==> config.mk <==
export PLATFORM = sky130hd
export DESIGN_NAME = fault_history_recorder
export DESIGN_NICKNAME = d
export VERILOG_FILES = /design/src/core/fault_recorder_pkg.sv /design/src/core/word_store_if.sv /design/src/core/pin_edge_sync.sv /design/src/core/word_store.sv /design/src/core/fault_history_recorder.sv
export VERILOG_INCLUDE_DIRS = /design/src /design/src/core
export SDC_FILE = /design/constraint.sdc
export NUM_CORES = 1
export LEC_CHECK = 0
export BUFFER_PORTS_ARGS = -buffer_cell sky130_fd_sc_hd__buf_2
export CELL_PAD_IN_SITES_DETAIL_PLACEMENT = 0
export CELL_PAD_IN_SITES_GLOBAL_PLACEMENT = 1
export CORE_ASPECT_RATIO = 1.1
export CORE_MARGIN = 5
export CORE_UTILIZATION = 50
export DETAILED_ROUTE_END_ITERATION = 10
export PLACE_DENSITY_LB_ADDON = 0.1
export SYNTH_ARGS = -nofsm -noshare
export SYNTH_HDL_FRONTEND = slang
export SYNTH_HIERARCHICAL = 1
export SYNTH_SLANG_ARGS = --single-unit
==> constraint.sdc <==
create_clock -name ref_clk -period 3 [get_ports ref_clk]
set_input_delay 0.15 -clock ref_clk [delete_from_list [all_inputs] [get_ports ref_clk]]
set_output_delay 0.15 -clock ref_clk [all_outputs]
set_load 0.01 [all_outputs]
==> src/core/fault_recorder_defs.svh <==
/*
 fault history recorder: register offsets, field positions and reset values.
 assumes a byte-addressed APB slave with one 32-bit word per register.
*/
`ifndef FAULT_RECORDER_DEFS_SVH
`define FAULT_RECORDER_DEFS_SVH

`define OFS_STATUS 8'h00
`define OFS_CHANNEL 8'h04
`define OFS_BUS_RESET 8'h08
`define OFS_LOCK_SELECT 8'h0C
`define OFS_LOCK_PASSWORD 8'h10
`define OFS_UNLOCK 8'h14
`define OFS_EDIT_INDEX 8'h18
`define OFS_EDIT_VALUE 8'h1C
`define OFS_PARAM_VALUE 8'h20
`define OFS_EDIT_STATUS 8'h24

`define REGION_CTRL 2'h0
`define REGION_SNAP 2'h1
`define REGION_HIST 2'h2
`define CTRL_WORDS 4'hA

`define QTY_WORDS 9
`define SNAP_WORDS 4'hD
`define SNAP_CMD 4'h9
`define SNAP_COND 4'hA
`define SNAP_ACCUM 4'hB
`define SNAP_INTERVAL 4'hC

`define DIG_CMD 0
`define DIG_MODE 3:0
`define DIG_RUN 7:4
`define DIG_REGEN 11:8
`define DIG_LIMIT 15:12

`define KEY_STOP 0
`define KEY_OK 1
`define KEY_TERM 2
`define KEY_COUNT 3

`define LOCK_NONE 2'h0
`define RST_PASSWORD 16'h0000
`define RST_LOCK_SELECT 2'h0

`endif

==> src/core/fault_recorder_pkg.sv <==
/*
 types shared by the fault history recorder modules.
 assumes nothing of its surroundings.
*/
package fault_recorder_pkg;
    typedef enum logic [1:0] {
        CH_PANEL = 2'h0,
        CH_TERMINAL = 2'h1,
        CH_FIELDBUS = 2'h2
    } channel_type;

    typedef enum logic {
        BUS_IDLE = 1'h0,
        BUS_ANSWER = 1'h1
    } bus_state_type;
endpackage

==> src/core/word_store_if.sv <==
/*
 port of a small word store: one write port, one read port with registered data.
 assumes both ends share one clock.
*/
`timescale 1ns/1ps
interface word_store_if #(parameter int AW = 3, parameter int DW = 8);
    logic we;
    logic [AW-1:0] waddr;
    logic [DW-1:0] wdata;
    logic [AW-1:0] raddr;
    logic [DW-1:0] rdata;
    modport user (output we, waddr, wdata, raddr, input rdata);
    modport store (input we, waddr, wdata, raddr, output rdata);
endinterface

==> src/core/pin_edge_sync.sv <==
/*
 two-stage synchroniser with rising-edge detect for external pins.
 assumes raw inputs are asynchronous to ref_clk.
*/
`timescale 1ns/1ps
module pin_edge_sync #(parameter int WIDTH = 3) (
    // clock and reset
    input wire logic ref_clk,
    input wire logic rst_n,
    // pins and results
    input wire logic [WIDTH-1:0] raw,
    output logic [WIDTH-1:0] level,
    output logic [WIDTH-1:0] rise
);
    if (WIDTH < 1) begin : g_bad_width
        $error("pin_edge_sync needs WIDTH of at least one");
    end

    typedef struct packed {
        logic [WIDTH-1:0] stage1;
        logic [WIDTH-1:0] stage2;
        logic [WIDTH-1:0] prev;
    } state_type;

    state_type st;
    state_type next_st;

    always_comb begin
        next_st = st;
        next_st.stage1 = raw;
        next_st.stage2 = st.stage1;
        next_st.prev = st.stage2;
    end

    always_ff @(posedge ref_clk or negedge rst_n) begin
        if (!rst_n) begin
            st <= '0;
        end else begin
            st <= next_st;
        end
    end

    assign level = st.stage2;
    assign rise = st.stage2 & ~st.prev;
endmodule

==> src/core/word_store.sv <==
/*
 small word memory with synchronous write and registered read data.
 assumes the user holds raddr one cycle before it reads rdata.
*/
`timescale 1ns/1ps
module word_store #(parameter int AW = 3, parameter int DW = 8) (
    // clock and reset
    input wire logic ref_clk,
    input wire logic rst_n,
    // access port
    word_store_if.store port
);
    if (AW < 1 || AW > 8 || DW < 1) begin : g_bad_shape
        $error("word_store shape out of range");
    end

    typedef struct packed {
        logic [(1<<AW)-1:0][DW-1:0] mem;
        logic [DW-1:0] rdata;
    } state_type;

    state_type st;
    state_type next_st;

    always_comb begin
        next_st = st;
        next_st.rdata = st.mem[port.raddr];
        if (port.we) begin
            next_st.mem[port.waddr] = port.wdata;
        end
    end

    always_ff @(posedge ref_clk or negedge rst_n) begin
        if (!rst_n) begin
            st <= '0;
        end else begin
            st <= next_st;
        end
    end

    assign port.rdata = st.rdata;
endmodule

==> src/core/fault_history_recorder.sv <==
/*
 fault history recorder: last eight fault codes, a snapshot of drive quantities at
 the latest fault, fault reset from panel, terminal or fieldbus, and gated editing
 of function codes. assumes an APB master on ref_clk and drive logic on ref_clk;
 key and terminal pins are asynchronous.
*/
// Decided for this implementation: the APB slave port and the address map.
// Summary of operation
// RL1 - keep codes of the eight latest faults, slot zero newest
// RL2 - a new fault ages every slot by one and drops the oldest
// RL3 - capture nine drive quantities at the latest fault
// RL4 - capture running hours and hours since the previous fault
// RL5 - command word low digit: 0 stop, 1 run; other digits zero
// RL6 - condition word mode digit: 0..5 control mode
// RL7 - condition word run digit: 0..4 run state
// RL8 - condition word digit: 0 motoring, 1 regenerating
// RL9 - condition word limit digit: 0 none, 1 current, 2 over, 3 under voltage
// RL10 - stop/reset key clears the fault while its code is shown
// RL11 - terminal channel: fault-reset input clears the fault
// RL12 - fieldbus channel: host reset command clears the fault
// RL13 - host waits five minutes after overload or overheat before reset
// RL14 - terminal run command is withdrawn before a terminal reset
// RL15 - locked parameters change only after the matching password
// RL16 - codes flagged run-locked are refused while running
// RL17 - an edit takes effect only on the OK key
`timescale 1ns/1ps
`include "fault_recorder_defs.svh"
module fault_history_recorder
    import fault_recorder_pkg::*;
#(
    parameter int HIST_AW = 3,
    parameter logic [15:0] RUN_LOCK_MASK = 16'h000F
) (
    // clock and reset
    input wire logic ref_clk,
    input wire logic rst_n,
    // apb slave
    input wire logic psel,
    input wire logic penable,
    input wire logic pwrite,
    input wire logic [7:0] paddr,
    input wire logic [31:0] pwdata,
    output logic [31:0] prdata,
    output logic pready,
    output logic pslverr,
    // fault source and drive quantities
    input wire logic fault_event,
    input wire logic [7:0] fault_code,
    input wire logic [143:0] drive_quantities,
    input wire logic [15:0] runtime_hours,
    input wire logic run_command,
    input wire logic drive_running,
    input wire logic [2:0] control_mode,
    input wire logic [2:0] run_state,
    input wire logic regen_active,
    input wire logic [1:0] limit_action,
    // panel and terminal
    input wire logic fault_display,
    input wire logic stop_reset_key,
    input wire logic ok_key,
    input wire logic terminal_fault_reset,
    // fault state
    output logic fault_active,
    output logic [7:0] active_fault_code
);
    if (HIST_AW < 1 || HIST_AW > 4) begin : g_bad_hist
        $error("HIST_AW must lie in 1..4");
    end

    localparam logic [HIST_AW:0] HIST_DEPTH = (HIST_AW + 1)'(1 << HIST_AW);

    typedef struct packed {
        bus_state_type bus;
        logic ready;
        logic [31:0] rdata;
        logic slverr;
        logic active;
        logic [7:0] code;
        logic [HIST_AW-1:0] head;
        logic [HIST_AW:0] count;
        logic [12:0][15:0] snap;
        logic [15:0] last_hours;
        channel_type channel;
        logic [1:0] lock_select;
        logic [15:0] password;
        logic unlocked;
        logic [3:0] edit_index;
        logic [15:0] edit_value;
        logic pending;
        logic refused_lock;
        logic refused_run;
    } state_type;

    state_type st;
    state_type next_st;
    logic [`KEY_COUNT-1:0] pin_raw;
    logic [`KEY_COUNT-1:0] pin_rise;
    logic [HIST_AW-1:0] slot;
    logic locked;
    logic clear_req;
    logic bus_write;
    logic bus_reset_cmd;
    logic commit_try;

    word_store_if #(.AW(HIST_AW), .DW(8)) hist_if ();
    word_store_if #(.AW(4), .DW(16)) prm_if ();

    function automatic logic mapped(input logic [7:0] a);
        case (a[7:6])
            `REGION_CTRL: mapped = a[5:2] < `CTRL_WORDS;
            `REGION_SNAP: mapped = a[5:2] < `SNAP_WORDS;
            `REGION_HIST: mapped = {1'h0, a[5:2]} < 5'(HIST_DEPTH);
            default: mapped = 1'h0;
        endcase
        mapped = mapped && (a[1:0] == 2'h0);
    endfunction

    assign pin_raw = {terminal_fault_reset, ok_key, stop_reset_key};

    pin_edge_sync #(.WIDTH(`KEY_COUNT)) u_pins (
        .ref_clk(ref_clk),
        .rst_n(rst_n),
        .raw(pin_raw),
        .level(),
        .rise(pin_rise)
    );

    word_store #(.AW(HIST_AW), .DW(8)) u_history (
        .ref_clk(ref_clk),
        .rst_n(rst_n),
        .port(hist_if.store)
    );

    word_store #(.AW(4), .DW(16)) u_params (
        .ref_clk(ref_clk),
        .rst_n(rst_n),
        .port(prm_if.store)
    );

    always_comb begin
        next_st = st;
        slot = paddr[HIST_AW+1:2];
        locked = (st.lock_select != `LOCK_NONE) && !st.unlocked;
        bus_write = st.ready && psel && penable && pwrite && mapped(paddr);
        bus_reset_cmd = bus_write && (paddr == `OFS_BUS_RESET) && pwdata[0];
        commit_try = pin_rise[`KEY_OK] && st.pending;
        // ring slot k sits k places behind the newest entry
        hist_if.raddr = st.head - slot; // RL1
        hist_if.we = fault_event; // RL2
        hist_if.waddr = st.head + HIST_AW'(1); // RL2
        hist_if.wdata = fault_code;
        prm_if.raddr = st.edit_index;
        prm_if.waddr = st.edit_index;
        prm_if.wdata = st.edit_value;
        prm_if.we = commit_try && !locked && !(drive_running && RUN_LOCK_MASK[st.edit_index]); // RL17

        // apb: answer one cycle into the access phase, act on the ready edge
        case (st.bus)
            BUS_IDLE: begin
                if (psel && penable) begin
                    next_st.bus = BUS_ANSWER;
                    next_st.ready = 1'h1;
                    next_st.slverr = !mapped(paddr);
                    next_st.rdata = 32'h0000_0000;
                    if (mapped(paddr)) begin
                        case (paddr[7:6])
                            `REGION_SNAP: next_st.rdata[15:0] = st.snap[paddr[5:2]]; // RL3
                            `REGION_HIST: begin
                                if ({1'h0, slot} < st.count) begin
                                    next_st.rdata[7:0] = hist_if.rdata; // RL1
                                end
                            end
                            default: begin
                                case (paddr)
                                    `OFS_STATUS: next_st.rdata[15:0] = {st.code, 7'h00, st.active};
                                    `OFS_CHANNEL: next_st.rdata[1:0] = st.channel;
                                    `OFS_LOCK_SELECT: next_st.rdata[1:0] = st.lock_select;
                                    `OFS_EDIT_INDEX: next_st.rdata[3:0] = st.edit_index;
                                    `OFS_EDIT_VALUE: next_st.rdata[15:0] = st.edit_value;
                                    `OFS_PARAM_VALUE: next_st.rdata[15:0] = prm_if.rdata;
                                    `OFS_EDIT_STATUS: next_st.rdata[4:0] = {drive_running, st.refused_run,
                                        st.refused_lock, st.pending, locked};
                                    default: next_st.rdata = 32'h0000_0000;
                                endcase
                            end
                        endcase
                    end
                end
            end
            BUS_ANSWER: begin
                next_st.bus = BUS_IDLE;
                next_st.ready = 1'h0;
                next_st.slverr = 1'h0;
            end
            default: begin
                next_st.bus = BUS_IDLE;
                next_st.ready = 1'h0;
            end
        endcase

        if (bus_write) begin
            case (paddr)
                `OFS_CHANNEL: next_st.channel = channel_type'(pwdata[1:0]);
                `OFS_LOCK_SELECT: begin
                    if (!locked) begin
                        next_st.lock_select = pwdata[1:0]; // RL15
                        next_st.unlocked = 1'h0;
                    end
                end
                `OFS_LOCK_PASSWORD: begin
                    if (!locked) begin
                        next_st.password = pwdata[15:0]; // RL15
                    end
                end
                `OFS_UNLOCK: next_st.unlocked = pwdata[15:0] == st.password; // RL15
                `OFS_EDIT_INDEX: next_st.edit_index = pwdata[3:0];
                `OFS_EDIT_VALUE: begin
                    next_st.edit_value = pwdata[15:0];
                    next_st.pending = 1'h1;
                    next_st.refused_lock = 1'h0;
                    next_st.refused_run = 1'h0;
                end
                default: begin
                end
            endcase
        end

        // an OK press settles a pending edit, stored or refused
        if (commit_try) begin
            next_st.pending = bus_write && (paddr == `OFS_EDIT_VALUE); // a new edit in this cycle stays pending
            if (locked) begin
                next_st.refused_lock = 1'h1; // RL15
            end else if (drive_running && RUN_LOCK_MASK[st.edit_index]) begin
                next_st.refused_run = 1'h1; // RL16
            end
        end

        clear_req = (pin_rise[`KEY_STOP] && fault_display) // RL10
            || (st.channel == CH_TERMINAL && pin_rise[`KEY_TERM]) // RL11
            || (st.channel == CH_FIELDBUS && bus_reset_cmd); // RL12

        // a fault in the clearing cycle wins
        if (fault_event) begin
            next_st.active = 1'h1;
            next_st.code = fault_code;
            next_st.head = st.head + HIST_AW'(1); // RL2
            if (st.count < HIST_DEPTH) begin
                next_st.count = st.count + (HIST_AW + 1)'(1); // RL1
            end
            for (int i = 0; i < `QTY_WORDS; i++) begin
                next_st.snap[i] = drive_quantities[16*i +: 16]; // RL3
            end
            next_st.snap[`SNAP_CMD] = 16'h0000;
            next_st.snap[`SNAP_CMD][`DIG_CMD] = run_command; // RL5
            next_st.snap[`SNAP_COND] = 16'h0000;
            next_st.snap[`SNAP_COND][`DIG_MODE] = {1'h0, control_mode}; // RL6
            next_st.snap[`SNAP_COND][`DIG_RUN] = {1'h0, run_state}; // RL7
            next_st.snap[`SNAP_COND][`DIG_REGEN] = {3'h0, regen_active}; // RL8
            next_st.snap[`SNAP_COND][`DIG_LIMIT] = {2'h0, limit_action}; // RL9
            next_st.snap[`SNAP_ACCUM] = runtime_hours; // RL4
            next_st.snap[`SNAP_INTERVAL] = runtime_hours - st.last_hours; // RL4
            next_st.last_hours = runtime_hours;
        end else if (clear_req) begin
            next_st.active = 1'h0;
        end
    end

    always_ff @(posedge ref_clk or negedge rst_n) begin
        if (!rst_n) begin
            st <= '0;
            st.bus <= BUS_IDLE;
            st.channel <= CH_PANEL;
            st.lock_select <= `RST_LOCK_SELECT;
            st.password <= `RST_PASSWORD;
        end else begin
            st <= next_st;
        end
    end

    assign prdata = st.rdata;
    assign pready = st.ready;
    assign pslverr = st.slverr;
    assign fault_active = st.active;
    assign active_fault_code = st.code;
endmodule

Yosys cells after proc, flatten, opt, wreduce, memory -nomap -nowiden
Memory sizes are Yosys's and may differ from the RTL's.
Cells that the tools add are included.

word-level totals
  register bits after elaboration = 634
  memory bits (read-only) = 16
  input port bits = 229
  logic and storage cells = 175
  memories = 1

operators by class
  add/subtract/negate cells = 4
  $lt $le $gt $ge = 11
  equal/unequal tests = 16
  muxes and demuxes = 37
  bitwise logic cells = 4
  reduce and logical (&&, ||, !) cells = 43

memories
  memory            depth  width  rd ports  clocked after memory_dff  write ports  line                           RTL
  (name not given)  16     1      1         0                         0            fault_history_recorder.sv:233  end else if (drive_running && RUN_LOCK_MASK[st.edit_index]) begin

operator list
  kind                                                 count
  bitwise mux 256 bit                                  1
  binary-select mux 16 bit (select 4 bit)              2
  bitwise mux 64 bit                                   1
  demux 16 bit (select 4 bit)                          1
  2-to-1 mux 16 bit                                    4
  2-to-1 mux 35 bit                                    1
  case mux 11 bit (3 select lines)                     1
  equality test 8 x 5 -> 1 bit, second input constant  4
  case mux 8 bit (2 select lines)                      2
  binary-select mux 8 bit (select 3 bit)               1
  demux 8 bit (select 3 bit)                           1
  2-to-1 mux 8 bit                                     3
  logical AND 1 bit                                    20
  equality test 16 bit                                 1
  equality test 8 x 4 -> 1 bit, second input constant  2
  equality test 8 x 6 -> 1 bit, second input constant  2
  < comparator 4 bit, second input constant            4
  subtractor 16 bit                                    1
  case mux 2 bit (7 select lines)                      1
  AND reduction 2 bit                                  6
  < comparator 4 x 5 -> 1 bit, second input constant   2
  nonzero test 2 bit                                   5
  2-to-1 mux 1 bit                                     9
  2-to-1 mux 3 bit                                     3
  23 further kinds                                     37

Depth between registers and ports, before layout
  depth in word-level cells = 10
  depth in mapped cells = 10
  depth with buffers taken out = 9

Hierarchy
The synthesis kept the hierarchy.

by module, submodules not included
  module                  times used  cells each  area each (um^2)  sequential area each (um^2)
  fault_history_recorder  1           1112        13546.7           6631.4
  word_store (u_params)   1           744         12162.9           6806.5
  word_store (u_history)  1           188         3253.1            1801.7
  pin_edge_sync           1           15          289.0             225.2

Worst setup path after synthesis
Ideal clock, no wire load.

  kind = register to register
  start = register, netlist name st[41]
  end = register u_params/st[165] in the netlist's numbering
  arrival = 2.454 ns
  path slack = 0.421 ns
  cell stages (with the launch flop) = 7
  path buffers = 1
  period minus slack after synthesis = 2.579 ns
  path through = dfrtp_1 > o21bai_1 > nor3b_1 > nand2_2 > nor3_2 > buf_2 > mux2_2

RTL lines
  what                    line              RTL
  end signal: assignment  word_store.sv:37  st <= next_st;
  end: declaration        word_store.sv:22  state_type st;

Final worst setup path
  start = register st, in the netlist prm_if.raddr[3]
  end = register u_params/st[54] in the netlist's numbering

between the ends
  word-level cells in the longest chain between the ends = 5
  elaborated cells between the ends (all ways) = 11

RTL lines
  what                      line                           RTL
  start: declaration        fault_history_recorder.sv:94   state_type st;
  start signal: assignment  fault_history_recorder.sv:276  st <= next_st;
  memory read (16 x 1 bit)  -
  2-to-1 mux 1 bit          -
  logical AND 1 bit         -
  zero test 1 bit           fault_history_recorder.sv:155  prm_if.we = commit_try && !locked && !(drive_running && RUN_LOCK_MASK[st.edit_index]);
  logical AND 1 bit         fault_history_recorder.sv:155
  named net prm_if.we       word_store_if.sv:7             logic we;

The timed path passes the listed nets, and every way through them passes these cells. The select of a mux whose other input is x is not followed.
A chain may end at the register's enable or synchronous reset.

==> impl_summary.md <==
Outcome
The flow ran to the end, and the final reports show no timing, DRC or antenna violations.

Drt
For this run, design rule violations remaining after detail routing come to 0. The number of DRC markers after the initial detailed-route iteration is 1228. The number of detailed-routing iterations run before antenna repair is 8. Once detail routing completed, the nets flagged for antenna violations numbered 0. The detailed-route via count is ~19k. The per-cell routed wire length is 24.4 um. In the routed layout, each cell is associated on average with a via count of between 5 and 6. Summed over all layers, the routed wires come to 80300 um.

Floorplan
The core region is 58300 um^2. The I/O pin count is ~270. The floorplan has 93 rows. From bottom edge to top edge, the die measures 264 um.

The full die area is ~63000 um^2. Once the floorplan was initialized, standard cells occupied around half of the core. In this run the horizontal extent of the chip is approximately 240 um.

Timing
The routed design could run at a clock period as short as 2560 ps. The number of hold violations in the final report is 0. The setup clock skew after layout is between 20 and 30 ps.

The count of final max-slew check failures is 0. The actual slew at the worst max-slew pin is 848 ps. In the final timing run, aggregate negative setup slack is 0 ps.

Setup repair after global routing left no endpoint under its margin. Across all hold checks on the routed design, the worst slack comes to 152 ps. The worst pin sits at a relative slew slack of 43.5%.

The worst path uses a little under nine tenths of the clock period. Derived from the worst setup path, the maximum achievable clock frequency is approximately 390 MHz. The final setup violation count is 0.

Clocking
The CTS clock-pin slew for the worst setup and hold paths is 60 ps. The H-tree was split into 3 levels. The post-cts hold buffer count is just over 200. The number of buffers inserted by post-CTS setup repair is 0. The later pin in the worst-skew pair is clocked with a latency of roughly 600 ps.

TritonCTS built the clock tree. The longest clock path from root to sink contains 3 buffers. The root buffer cell chosen for the clock tree is sky130_fd_sc_hd__clkbuf_16. The number of sinks on the clock net is just over 600.

The total clock buffers created by CTS is ~70. The number of gates resized after CTS was 0.

Worst setup path
The number of cells on the worst reg-to-reg path is 7. The critical path endpoint is u_params/st[54]$_DFFE_PN0P_. The startpoint identified for the worst register-to-register timing path is prm_if.raddr[3]$_DFFE_PN0P_. The setup slack of the most critical reg-to-reg path is 440 ps. The signal arrival time at the worst endpoint is slightly above 3000 ps.

Of all nets on the critical path, the largest fanout is 13. The worst path required time is roughly 3500 ps. The timing startpoint of the critical path is prm_if.raddr[3]$_DFFE_PN0P_. The worst reg2reg path endpoint is u_params/st[54]$_DFFE_PN0P_. STA classifies the critical path startpoint as a register.

The critical path endpoint category is a register. The critical path class is register to register.

Cells and area
Compared with the post-synthesis result, the final layout area differs by 21.0%. In the final design database the tool counted 2727 nets. The fraction of final layout cells with drive strength greater than 1 is 42.8%.

Global route
The wire length of the first global-routing pass is about 120000 um. The number of global-route vias before repair is about 20k. Summed over all layers, the global routing overflow is 0. The number of antenna violations at the first check in global routing is 2. The maximum number of pins on one net before global-route repair is 120.

The total routing usage reported by global routing is 25.2%.

Power
In this run the static leakage power is around 0.016 uW. In this run the power density over the cells is ~600 nW/um^2. The worst-case IR drop observed on VDD is about 0.00053 V.

Hold path
The type of the most critical hold path is input pin to register.

Yosys
Summing every instance area after synthesis gives 29200 um^2. Counting every instance in the synthesized netlist gives 2056. A synthesized cell averages 14.2 um^2. The Yosys warning count is 6.

Placed design
The final estimated routing congestion in global placement is around 0.9. The count of buffers added on input and output ports is between 200 and 250. The post-detailed-placement half-perimeter wirelength is roughly 55000 um.

Flow run
The max-cap violation count is 0.
## layout make-up
cell class                      count  area (um^2)
Fill cell                        4500        22900
Clock inverter                     11         66.3
Inverter                           36          135
Tap cell                          760          951
Sequential cell                   618        15500
Antenna cell                        4         10.0
Clock buffer                      106         2120
Multi-Input combinational cell   1223        12600
Timing Repair Buffer              525         4070
## flip-flops by register name, summed over array words and instances, names as in the netlist
name,count
u_pins/level,3
prdata,16
pready,1
u_history/st,64
u_params/st,256
u_pins/next_st,3
u_pins/st,3
fault_active,1
prm_if.wdata,16
active_fault_code,8
prm_if.raddr,4
u_history/port.rdata,8
st,218
u_params/port.rdata,16
pslverr,1
## metrics by stage
step | std cells | power, uW | area [um^2] | util [%] | setup slack (ps)
5_1_grt | 3281 | 22600 | 35400 | 60.7 | 351
6_report | 3283 | 21700 | 35400 | 60.7 | 441
2_1_floorplan | 2071 | 12300 | 29300 | - | 421
3_5_place_dp | 2957 | 13400 | 31100 | 53.4 | 471
3_3_place_gp | 2957 | 13300 | 31100 | 53.4 | 470
4_1_cts | 3279 | 21900 | 35400 | 60.7 | 466
## per-layer routing
layer	part of all wire [%]	routed length [um]	global-route usage, %	vias up
li1	-	-	-	8353
met4	2.7	2180	7.55	0
met5	0	0	0	-
met3	4.8	3830	3.47	113
met1	43	34500	34.7	9683
met2	49	39700	41.9	474
## worst max-delay path, stage by stage (launching register included)
cell,delay [ps]
sky130_fd_sc_hd__dfrtp_1,570
sky130_fd_sc_hd__nor3b_1,140
sky130_fd_sc_hd__nor3b_1,300
sky130_fd_sc_hd__buf_4,210
sky130_fd_sc_hd__nand2b_1,110
sky130_fd_sc_hd__or3_1,470
sky130_fd_sc_hd__buf_4,290
sky130_fd_sc_hd__mux2_4,330
## how the worst min path moves through the flow
stage / startpoint / to / cells after the start
after floorplan: rst_n / active_fault_code[0]$_DFFE_PN0P_ / 0
after global placement: rst_n / u_history/st[66]$_DFFE_PN0P_ / 1
after detailed placement: rst_n / u_history/st[66]$_DFFE_PN0P_ / 1
after CTS: psel / pslverr$_DFFE_PN0P_ / 3
after global routing: paddr[1] / st[41]$_DFFE_PN0P_ / 4
final: paddr[1] / prdata[1]$_DFFE_PN0P_ / 5
## cell usage in the layout, fill, tap and decap left out, types with 35 or more instances in the layout
cell type	n
sky130_fd_sc_hd__a22oi_1	49
sky130_fd_sc_hd__buf_2	236
sky130_fd_sc_hd__buf_4	67
sky130_fd_sc_hd__clkbuf_16	71
sky130_fd_sc_hd__dfrtp_1	616
sky130_fd_sc_hd__dlygate4sd3_1	205
sky130_fd_sc_hd__inv_1	35
sky130_fd_sc_hd__mux2_2	498
sky130_fd_sc_hd__mux2_4	37
sky130_fd_sc_hd__mux2i_1	38
sky130_fd_sc_hd__mux4_2	84
sky130_fd_sc_hd__nand2_1	95
sky130_fd_sc_hd__nor2_1	35
sky130_fd_sc_hd__o21ai_0	63
## power breakdown
group	internal (uW)	switching [uW]	leakage [uW]
Combinational	2050	1720	0.00734
Sequential	9210	502	0.00800
Clock	4830	3340	0.00107
Total	16100	5560	0.0164
No activity file was read; power rests on OpenSTA's default activity.
